## src/acfg_pkg.sv

```systemverilog
// Constants, field layouts and types for the converter digital-path config
`default_nettype none
package acfg_pkg;
  // Register indices as printed; byte address is four times the index
  localparam logic [7:0] IDX_DOWNCONV_SETUP_BC  = 8'h00;
  localparam logic [7:0] IDX_PAIR_SETUP_BC      = 8'h01;
  localparam logic [7:0] IDX_PAIR_SETUP_AD      = 8'h02;
  localparam logic [7:0] IDX_INTERLEAVE_FIX     = 8'h18;
  localparam logic [7:0] IDX_QUAD_UNLOCK_REST   = 8'h40;
  localparam logic [7:0] IDX_OFFSET_LOOP_CTRL   = 8'h68;
  localparam logic [7:0] IDX_TEST_PATTERN_SEL   = 8'h74;
  localparam logic [7:0] IDX_TEST_WORD1_HIGH    = 8'h75;
  localparam logic [7:0] IDX_TEST_WORD1_LOW     = 8'h76;
  localparam logic [7:0] IDX_TEST_WORD2_HIGH    = 8'h77;
  localparam logic [7:0] IDX_TEST_WORD2_LOW     = 8'h78;

  // Field positions
  localparam int TUNE_LSB        = 4;
  localparam int MODE_LSB        = 0;
  localparam int UNLOCK1_BIT     = 3;
  localparam int MID_FILT_BIT    = 1;
  localparam int MID_SIGN_BIT    = 0;
  localparam int OUT_FILT_BIT    = 5;
  localparam int OUT_SIGN_BIT    = 4;
  localparam int OUT_TUNE_LSB    = 0;
  localparam int SKIP_LSB        = 0;
  localparam int LOOP_OFF_BIT    = 2;
  localparam int TP_SEL_LSB      = 4;
  localparam int LOW_PART_LSB    = 2;

  // Reset value and skip field codes
  localparam logic [7:0] RESET_BYTE = 8'h00;
  localparam logic [1:0] SKIP_ON    = 2'h3;
  localparam logic [1:0] SKIP_OFF   = 2'h0;

  typedef enum logic [3:0] {
    ACFG_MODE_Q_CPLX   = 4'h0,
    ACFG_MODE_NA1      = 4'h1,
    ACFG_MODE_D2_REAL  = 4'h2,
    ACFG_MODE_NA3      = 4'h3,
    ACFG_MODE_MIX_REAL = 4'h4,
    ACFG_MODE_MIX_CPLX = 4'h5,
    ACFG_MODE_D4_CPLX  = 4'h6,
    ACFG_MODE_MIX_ZINS = 4'h7,
    ACFG_MODE_BURST    = 4'h8
  } acfg_mode_e;

  typedef enum logic [3:0] {
    ACFG_TP_NORMAL = 4'h0,
    ACFG_TP_ZEROS  = 4'h1,
    ACFG_TP_ONES   = 4'h2,
    ACFG_TP_TOGGLE = 4'h3,
    ACFG_TP_RAMP   = 4'h4,
    ACFG_TP_SINGLE = 4'h6,
    ACFG_TP_DOUBLE = 4'h7,
    ACFG_TP_DESKEW = 4'h8
  } acfg_tp_e;
endpackage : acfg_pkg
`default_nettype wire

```

## src/acfg_pat_if.sv

```systemverilog
// Link between the register bank and the test-pattern generator
`timescale 1ns/1ps
`default_nettype none
interface acfg_pat_if #(parameter int WORD_W = 14);
  logic [3:0]        sel;
  logic [WORD_W-1:0] word1;
  logic [WORD_W-1:0] word2;
  logic              sample_en;
  logic [WORD_W-1:0] adc_data;
  logic [WORD_W-1:0] pat_data;
  logic              pat_valid;
  modport cfg (output sel, word1, word2, sample_en, adc_data,
               input pat_data, pat_valid);
  modport gen (input sel, word1, word2, sample_en, adc_data,
               output pat_data, pat_valid);
endinterface : acfg_pat_if
`default_nettype wire

```

## src/acfg_pattern_gen.sv

```systemverilog
// Test-pattern generator shared by all channels
`timescale 1ns/1ps
`default_nettype none
module acfg_pattern_gen #(
  parameter int WORD_W = 14
) (
  // Clock and reset
  input wire logic clk,
  input wire logic sys_rst,
  // Configuration and samples
  acfg_pat_if.gen  pat
);
  typedef struct packed {
    logic [WORD_W-1:0] ramp;
    logic              phase;
    logic [WORD_W-1:0] data;
    logic              valid;
  } acfg_gen_s;

  acfg_gen_s st_q;
  acfg_gen_s st_d;

  always_comb begin
    st_d       = st_q;
    st_d.valid = pat.sample_en;
    if (pat.sample_en) begin
      st_d.phase = ~st_q.phase;
      case (acfg_pkg::acfg_tp_e'(pat.sel))
        acfg_pkg::ACFG_TP_NORMAL: st_d.data = pat.adc_data;
        acfg_pkg::ACFG_TP_ZEROS:  st_d.data = '0;
        acfg_pkg::ACFG_TP_ONES:   st_d.data = '1;
        acfg_pkg::ACFG_TP_TOGGLE: begin
          // Alternating 1010.. and 0101..
          // The repeat is two bits too wide for odd halves; trim on purpose
          st_d.data = WORD_W'({(WORD_W/2 + 1){st_q.phase, ~st_q.phase}});
        end
        acfg_pkg::ACFG_TP_RAMP: begin
          st_d.data = st_q.ramp;
          st_d.ramp = st_q.ramp + 1'b1;
        end
        acfg_pkg::ACFG_TP_SINGLE: st_d.data = pat.word1;
        acfg_pkg::ACFG_TP_DOUBLE: begin
          st_d.data = st_q.phase ? pat.word2 : pat.word1;
        end
        acfg_pkg::ACFG_TP_DESKEW: st_d.data = '1;
        default: st_d.data = pat.adc_data;
      endcase
    end
  end

  always_ff @(posedge clk or posedge sys_rst) begin
    if (sys_rst) begin
      st_q <= '0;
    end else begin
      st_q <= st_d;
    end
  end

  assign pat.pat_data  = st_q.data;
  assign pat.pat_valid = st_q.valid;
endmodule : acfg_pattern_gen
`default_nettype wire

```

## src/acfg_regs.sv

```systemverilog
// Digital-path configuration register bank with Avalon-MM slave
//
// Our own choice: the Avalon-MM register port.
`timescale 1ns/1ps
`default_nettype none
// Overview of operation
// - Index 0x75 holds first test word bits 13:6
// - Index 0x76 top six bits: word bits 5:0
// - Second word split likewise at 0x77 and 0x78
// - Both test words shared by every channel
// - Skip field 00 corrects, 11 bypasses correction
// - Bit 2 set stops the offset loop
// - Tune step is signed N, mixer N*fs/16
// - Code 000: quarter-rate mix, decimate 2, complex
// - Code 010: decimate 2 through filter, real
// - Code 100: fine mixer, decimate 2, real
// - Code 101: fine mixer, decimate 2, complex
// - Code 110: decimate 4 complex, needs unlock 111
// - Code 111: fine mixer, zero insert, real
// - Pattern 0110 word1, 0111 alternates both words
// - Filter bit 0 low-pass, 1 high-pass
// - Quarter sign 0 plus, 1 minus
module acfg_regs #(
  parameter int ADDR_W = 10,
  parameter int WORD_W = 14
) (
  // Clock and reset
  input  wire logic              clk,
  input  wire logic              sys_rst,
  // Avalon-MM slave, byte address
  input  wire logic [ADDR_W-1:0] address,
  input  wire logic              read,
  input  wire logic              write,
  input  wire logic [3:0]        byteenable,
  input  wire logic [31:0]       writedata,
  output logic      [31:0]       readdata,
  output logic                   waitrequest,
  // Shared custom test words
  output logic      [WORD_W-1:0] test_word1,
  output logic      [WORD_W-1:0] test_word2,
  // Interleave correction and offset loop
  output logic                   interleave_fix_skip,
  output logic                   offset_loop_run,
  // Down-conversion setup
  output logic      [3:0]        downconv_select,
  output logic                   downconv_valid,
  output logic                   downconv_decim4,
  output logic                   downconv_complex,
  output logic                   downconv_quarter_mix,
  output logic                   downconv_fine_mix,
  output logic                   downconv_filter_only,
  output logic                   downconv_zero_insert,
  output logic                   downconv_burst,
  output logic                   quad_decim_ready,
  output logic signed [3:0]      mid_pair_tune_step,
  output logic signed [3:0]      outer_pair_tune_step,
  output logic                   mid_pair_highpass,
  output logic                   outer_pair_highpass,
  output logic                   mid_pair_minus_quarter,
  output logic                   outer_pair_minus_quarter,
  // Sample path for the pattern generator
  input  wire logic              sample_en,
  input  wire logic [WORD_W-1:0] adc_data,
  output logic      [WORD_W-1:0] pattern_data,
  output logic                   pattern_valid
);
  localparam int IDX_W = 8;

  initial begin
    if (ADDR_W < IDX_W + 2) begin
      $error("ADDR_W too small for the register map");
    end
    if (WORD_W != 14) begin
      $error("Test word layout serves 14-bit words only");
    end
  end

  typedef struct packed {
    logic [7:0]  setup_bc;
    logic [3:0]  pair_bc;
    logic [5:0]  pair_ad;
    logic [1:0]  fix_skip;
    logic [1:0]  unlock_rest;
    logic        loop_off;
    logic [3:0]  tp_sel;
    logic [7:0]  w1_high;
    logic [5:0]  w1_low;
    logic [7:0]  w2_high;
    logic [5:0]  w2_low;
    logic        ack;
    logic [31:0] rdata;
  } acfg_regs_s;

  acfg_regs_s st_q;
  acfg_regs_s st_d;

  logic [IDX_W-1:0] idx;
  logic             req;
  logic             wr_fire;
  logic [7:0]       wbyte;

  assign idx     = address[IDX_W+1:2];
  assign req     = read | write;
  assign wr_fire = write & st_q.ack & byteenable[0];
  assign wbyte   = writedata[7:0];

  // Low part of a split test word sits above two fixed zeros
  function automatic logic [7:0] low_byte(input logic [5:0] part);
    low_byte = {part, 2'h0};
  endfunction : low_byte

  function automatic logic [7:0] read_byte(input logic [IDX_W-1:0] i,
                                           input acfg_regs_s s);
    read_byte = acfg_pkg::RESET_BYTE;
    case (i)
      acfg_pkg::IDX_DOWNCONV_SETUP_BC: read_byte = s.setup_bc;
      acfg_pkg::IDX_PAIR_SETUP_BC:     read_byte = {4'h0, s.pair_bc};
      acfg_pkg::IDX_PAIR_SETUP_AD:     read_byte = {2'h0, s.pair_ad};
      acfg_pkg::IDX_INTERLEAVE_FIX:    read_byte = {6'h00, s.fix_skip};
      acfg_pkg::IDX_QUAD_UNLOCK_REST:  read_byte = {6'h00, s.unlock_rest};
      acfg_pkg::IDX_OFFSET_LOOP_CTRL: begin
        read_byte = {5'h00, s.loop_off, 2'h0};
      end
      acfg_pkg::IDX_TEST_PATTERN_SEL:  read_byte = {s.tp_sel, 4'h0};
      acfg_pkg::IDX_TEST_WORD1_HIGH:   read_byte = s.w1_high;
      acfg_pkg::IDX_TEST_WORD1_LOW:    read_byte = low_byte(s.w1_low);
      acfg_pkg::IDX_TEST_WORD2_HIGH:   read_byte = s.w2_high;
      acfg_pkg::IDX_TEST_WORD2_LOW:    read_byte = low_byte(s.w2_low);
      default:                         read_byte = acfg_pkg::RESET_BYTE;
    endcase
  endfunction : read_byte

  always_comb begin
    st_d     = st_q;
    // One wait cycle per access; read data is captured as the wait ends
    st_d.ack = req & ~st_q.ack;
    if (req && !st_q.ack) begin
      st_d.rdata = {24'h000000, read_byte(idx, st_q)};
    end
    if (wr_fire) begin
      case (idx)
        acfg_pkg::IDX_DOWNCONV_SETUP_BC: st_d.setup_bc = wbyte;
        acfg_pkg::IDX_PAIR_SETUP_BC:     st_d.pair_bc  = wbyte[3:0];
        acfg_pkg::IDX_PAIR_SETUP_AD:     st_d.pair_ad  = wbyte[5:0];
        acfg_pkg::IDX_INTERLEAVE_FIX: begin
          st_d.fix_skip = wbyte[acfg_pkg::SKIP_LSB +: 2];
        end
        acfg_pkg::IDX_QUAD_UNLOCK_REST:  st_d.unlock_rest = wbyte[1:0];
        acfg_pkg::IDX_OFFSET_LOOP_CTRL: begin
          st_d.loop_off = wbyte[acfg_pkg::LOOP_OFF_BIT];
        end
        acfg_pkg::IDX_TEST_PATTERN_SEL: begin
          st_d.tp_sel = wbyte[acfg_pkg::TP_SEL_LSB +: 4];
        end
        acfg_pkg::IDX_TEST_WORD1_HIGH: st_d.w1_high = wbyte;
        acfg_pkg::IDX_TEST_WORD1_LOW: begin
          st_d.w1_low = wbyte[acfg_pkg::LOW_PART_LSB +: 6];
        end
        acfg_pkg::IDX_TEST_WORD2_HIGH: st_d.w2_high = wbyte;
        acfg_pkg::IDX_TEST_WORD2_LOW: begin
          st_d.w2_low = wbyte[acfg_pkg::LOW_PART_LSB +: 6];
        end
        default: st_d.ack = st_d.ack;
      endcase
    end
  end

  always_ff @(posedge clk or posedge sys_rst) begin
    if (sys_rst) begin
      st_q <= '0;
    end else begin
      st_q <= st_d;
    end
  end

  assign readdata    = st_q.rdata;
  assign waitrequest = req & ~st_q.ack;

  // Shared test words for every channel
  assign test_word1 = {st_q.w1_high, st_q.w1_low};
  assign test_word2 = {st_q.w2_high, st_q.w2_low};

  // Only 11 bypasses; 01 and 10 are left correcting as the safe reading
  assign interleave_fix_skip = (st_q.fix_skip == acfg_pkg::SKIP_ON);
  assign offset_loop_run     = ~st_q.loop_off;

  // Down-conversion mode decode
  logic [3:0] mode_code;
  logic       unlock_all;

  assign mode_code       = st_q.setup_bc[acfg_pkg::MODE_LSB +: 4];
  assign downconv_select = mode_code;
  assign unlock_all = st_q.pair_bc[acfg_pkg::UNLOCK1_BIT] &
                      (&st_q.unlock_rest);

  always_comb begin
    downconv_valid       = 1'b1;
    downconv_decim4      = 1'b0;
    downconv_complex     = 1'b0;
    downconv_quarter_mix = 1'b0;
    downconv_fine_mix    = 1'b0;
    downconv_filter_only = 1'b0;
    downconv_zero_insert = 1'b0;
    downconv_burst       = 1'b0;
    case (acfg_pkg::acfg_mode_e'(mode_code))
      acfg_pkg::ACFG_MODE_Q_CPLX: begin
        downconv_quarter_mix = 1'b1;
        downconv_complex     = 1'b1;
      end
      acfg_pkg::ACFG_MODE_D2_REAL: begin
        downconv_filter_only = 1'b1;
      end
      acfg_pkg::ACFG_MODE_MIX_REAL: begin
        downconv_fine_mix = 1'b1;
      end
      acfg_pkg::ACFG_MODE_MIX_CPLX: begin
        downconv_fine_mix = 1'b1;
        downconv_complex  = 1'b1;
      end
      acfg_pkg::ACFG_MODE_D4_CPLX: begin
        downconv_fine_mix = 1'b1;
        downconv_complex  = 1'b1;
        downconv_decim4   = 1'b1;
      end
      acfg_pkg::ACFG_MODE_MIX_ZINS: begin
        downconv_fine_mix    = 1'b1;
        downconv_zero_insert = 1'b1;
      end
      acfg_pkg::ACFG_MODE_BURST: begin
        downconv_burst = 1'b1;
      end
      default: begin
        downconv_valid = 1'b0;
      end
    endcase
  end

  // Decimate-by-four is trusted only once every unlock bit is set
  assign quad_decim_ready = downconv_decim4 & unlock_all;

  // Signed tune steps read straight as two's complement N
  assign mid_pair_tune_step =
    signed'(st_q.setup_bc[acfg_pkg::TUNE_LSB +: 4]);
  assign outer_pair_tune_step =
    signed'(st_q.pair_ad[acfg_pkg::OUT_TUNE_LSB +: 4]);

  // Filter and quarter-sign bits only matter in their own modes
  assign mid_pair_highpass = downconv_filter_only &
    st_q.pair_bc[acfg_pkg::MID_FILT_BIT];
  assign outer_pair_highpass = downconv_filter_only &
    st_q.pair_ad[acfg_pkg::OUT_FILT_BIT];
  assign mid_pair_minus_quarter = downconv_quarter_mix &
    st_q.pair_bc[acfg_pkg::MID_SIGN_BIT];
  assign outer_pair_minus_quarter = downconv_quarter_mix &
    st_q.pair_ad[acfg_pkg::OUT_SIGN_BIT];

  // Test-pattern generator
  acfg_pat_if #(.WORD_W(WORD_W)) pat ();

  assign pat.sel       = st_q.tp_sel;
  assign pat.word1     = test_word1;
  assign pat.word2     = test_word2;
  assign pat.sample_en = sample_en;
  assign pat.adc_data  = adc_data;

  acfg_pattern_gen #(.WORD_W(WORD_W)) u_pattern_gen (
    .clk     (clk),
    .sys_rst (sys_rst),
    .pat     (pat.gen)
  );

  assign pattern_data  = pat.pat_data;
  assign pattern_valid = pat.pat_valid;
endmodule : acfg_regs
`default_nettype wire

```

## config.mk

```make
export PLATFORM = sky130hd
export DESIGN_NAME = acfg_regs
export DESIGN_NICKNAME = d
export VERILOG_FILES = /design/src/acfg_pkg.sv /design/src/acfg_pat_if.sv /design/src/acfg_pattern_gen.sv /design/src/acfg_regs.sv
export SDC_FILE = /design/constraint.sdc
export NUM_CORES = 1
export LEC_CHECK = 0
export BUFFER_PORTS_ARGS = -buffer_cell sky130_fd_sc_hd__buf_4
export CORE_UTILIZATION = 41
export CTS_CLUSTER_SIZE = 24
export DETAILED_ROUTE_END_ITERATION = 8
export HOLD_SLACK_MARGIN = 0.1
export PLACE_DENSITY = 0.68
export SLEW_MARGIN = 20
export SYNTH_ARGS = -nofsm -noshare
export SYNTH_HDL_FRONTEND = slang
export SYNTH_SLANG_ARGS = --single-unit
```

## constraint.sdc

```tcl
create_clock -name clk -period 3.4 [get_ports clk]
set_clock_uncertainty 0.05 [all_clocks]
set_input_delay 0.17 -clock clk [delete_from_list [all_inputs] [get_ports clk]]
set_output_delay 0.17 -clock clk [all_outputs]
set_load 0.02 [all_outputs]
```

==> impl_metrics.csv <==
group,metric,value,unit
layout,num_antenna_cells,0,
grt,grt_pass1_wl,21.1,mm
floorplanning,start_util,42.1,%
floorplanning,die_h,116,um
synthesis,synth_area,5340,um2
floorplanning,die-area,13500,um2
grt,grt_pass1_vias,3898,
setup_path,critPathKind,"in2reg",
synthesis,synth_edf_count,0,
drt,wl_per_cell,17.9,um
clock_tree,cts_sinks,94,
synthesis,yosysUniqueCellTypes,55,
sta,setup_tns,0,ns
power,peakVddDrop,0.000304,V
setup_path,crit_family,"compound AO/OA/AOI/OAI gates",
drt,dr.pass1.iters,5,
job,cap_violations,0,
setup_path,slowest_delay,0.60,ns
sta,clock.fmax,433,MHz
clock_tree,clock_latency,0.34,ns
setup_path,cp_max_fo,20,
sta,maxSlewViolCount,0,
floorplanning,ioPinCount,168,
layout,fin_area,6330,um2
synthesis,yosysWarnings,0,
sta,min_period,2.31,ns
power,cellPowerDensity,409,nW/um2
floorplanning,die_w,116,um
place,placed_cells,707,
clock_tree,clockBufferDepth,2,
drt,vias,4011,
setup_path,endpoint_kind,"flip-flop",
sta,worst_pin_slew,0.914,ns
floorplanning,fp-row-count,41,
sta,timing.slew.headroom,39.0,%
synthesis,synth_seq_area_share,44.0,%
power,p_leak,3.03,nW
clock_tree,clkTransAtPathRegs,0.06,ns
place,place.port_buffers,114,
drt,ant_nets,0,
drt,routed_wl,13.4,mm
sta,min_period_over_period,67.9,%
layout,stdcell_count,747,
grt,grt_overflow_total,0,
layout,drive_gt1_share,37.0,%
clock_tree,clock-root-buffer,"clkbuf_16",
drt,drt_iter0_drc,286,
drt,remaining_drc_errors,0,
sta,timing.hold.ws,0.120,ns
run_status,status,"complete, no violations",
synthesis,yosysTopAreaCellShare,44.0,%
synthesis,synth.area.top_cells,"dfrtp_1 44%, buf_4 12%, mux2_2 12%",
setup_path,cp_slowest_cell,"a21oi_1",
place,dp_hpwl,9.71,mm
synthesis,synth-seq-cells,94,
setup_path,arrival,2.49,ns
synthesis,synth_area_leader_cell,"dfrtp_1",
grt,antenna_found_initial,0,
floorplanning,fp.coreArea,12700,um2
grt,grt_use_total,20.6,%
clock_tree,htreeDepth,3,
grt,grt_max_degree,53,
place,placed_area,5790,um2
clock_tree,cts_buffers,9,
synthesis,avgSynthCellArea,10.6,um2
layout,final_cell_mix,"118 x buf_4, 94 x dfrtp_1, 56 x mux2_2",
setup_path,worstPathRequired,3.58,ns
sta,setup_viol,0,
place,routabilityCongestion,0.843,
clock_tree,cts_tree,"yes",
setup_path,startpoint_type,"primary input",
layout,area_delta_synth_final,18.5,%
synthesis,synth-main-ff-cell,"dfrtp_1",
setup_path,critPathBufInv,3,
setup_path,cp_cell_sequence,"dlygate4sd3_1 -> buf_4 -> inv_1 -> a311o_1 -> a21oi_1 -> nand3_1 -> o221a_2",
layout,fill_cells,1128,
layout,nNetsFinal,636,
synthesis,async_reset_ff_share,100,%
synthesis,synth_cells,502,
drt,viasPerCell,5.37,
layout,mostFrequentLayoutCell,"buf_4",
sta,finalHoldViolCount,0,
worst_hold_path,hold_class,"in2reg",
sta,rsz0062_at_grt,"no",
[area by class of cell]
type | instances | area [um2] | share of cell area [%]
Timing Repair Buffer | 143 | 1150 | 18.1
Tap cell | 172 | 215 | 3.40
Inverter | 7 | 27.5 | 0.435
Clock inverter | 3 | 42.5 | 0.672
Multi-Input combinational cell | 315 | 2280 | 36.1
Sequential cell | 94 | 2350 | 37.2
Clock buffer | 13 | 260 | 4.11
[logic make-up (layout without fill, tap and decap cells)]
logic type / Yosys count / in the layout / share of synthesized area, %
AOI/OAI and AO/OA: 73 / 73 / 10.1
xor gates and xnor gates: 14 / 14 / 2.30
adders and majority gates: 1 / 1 / 0.234
buffers and inverters: 116 / 166 / 14.8
DFF: 94 / 94 / 44.0
muxes: 71 / 71 / 15.2
other: 1 / 24 / 0.0702
and+or+nand+nor: 132 / 132 / 13.3
[layer usage]
layer	global-route usage [%]	up-vias	share of wire (%)
met3	4.83	17	7.2
met2	33.8	195	48
met1	27.9	1973	43
met4	4.19	0	1.0
met5	0	-	0
li1	-	1826	-
[synth_stat cells, types with 4 or more instances]
| library cell | n |
|---|---|
| and2_1 | 6 |
| mux2i_1 | 11 |
| xor2_1 | 5 |
| a21oi_1 | 14 |
| inv_1 | 7 |
| o221a_2 | 12 |
| xnor2_1 | 9 |
| mux2_2 | 56 |
| and3_1 | 11 |
| nor2_1 | 23 |
| o21ai_0 | 11 |
| clkbuf_1 | 9 |
| buf_4 | 86 |
| dfrtp_1 | 94 |
| nor3_1 | 7 |
| nand2_1 | 39 |
| a22oi_1 | 17 |
| buf_2 | 11 |
| nor2b_1 | 4 |
| nand3_1 | 19 |
[timing repair]
| item | in CTS | in global routing |
|---|---|---|
| hold buffers | 24 | 0 |
| setup endpoints to repair | 0 | 0 |
| hold endpoints to repair | 120 | 0 |
| resized for setup | 0 | 0 |
| setup buffers | 0 | 0 |
[state kept, by name, summed over array words and instances (netlist names), 4 cells and up]
name,cells
downconv_select,4
u_pattern_gen.st_q,15
st_q,12
pat.sel,4
test_word1,14
u_pattern_gen.pat.pat_data,14
readdata,8
outer_pair_tune_step,4
mid_pair_tune_step,4
test_word2,14
[report_power, final]
group / switching [W] / internal, W / total, W
clock network: 0.000410 / 0.000610 / 0.00102
registers: 0.0000480 / 0.00117 / 0.00122
logic: 0.000198 / 0.000152 / 0.000350
[through the flow]
step                worst slack, ns  util [%]  power (W)
floorplan                     0.731         -    0.00149
global placement               1.28      45.7    0.00156
detailed placement             1.23      45.7    0.00157
CTS                            1.10      49.9    0.00261
global route                  0.984      49.9    0.00269
finish                         1.09      49.9    0.00259
[tightest hold or removal path: stages]
cell and delay (ns):
buf_4 0.11, nor3_1 0.06, nand2_1 0.06, o21ai_0 0.06
[worst paths after layout]
kind                                             start                             to  slack, ns  cells after the start
worst max-delay path                         sample_en  u_pattern_gen.pat.pat_data[8]       1.09                      7
worst min-delay path                        address[6]                       st_q[65]       0.12                      4
worst max register to register              pat.sel[1]  u_pattern_gen.pat.pat_data[8]       1.16                      5
worst min register to register  u_pattern_gen.st_q[29]         u_pattern_gen.st_q[29]       0.42                      1
max in group asynchronous                      sys_rst                    readdata[4]       2.05                      4
min in group asynchronous                      sys_rst  u_pattern_gen.pat.pat_data[4]       0.52                      3
Note: power is estimated with default switching activity, not from simulation.
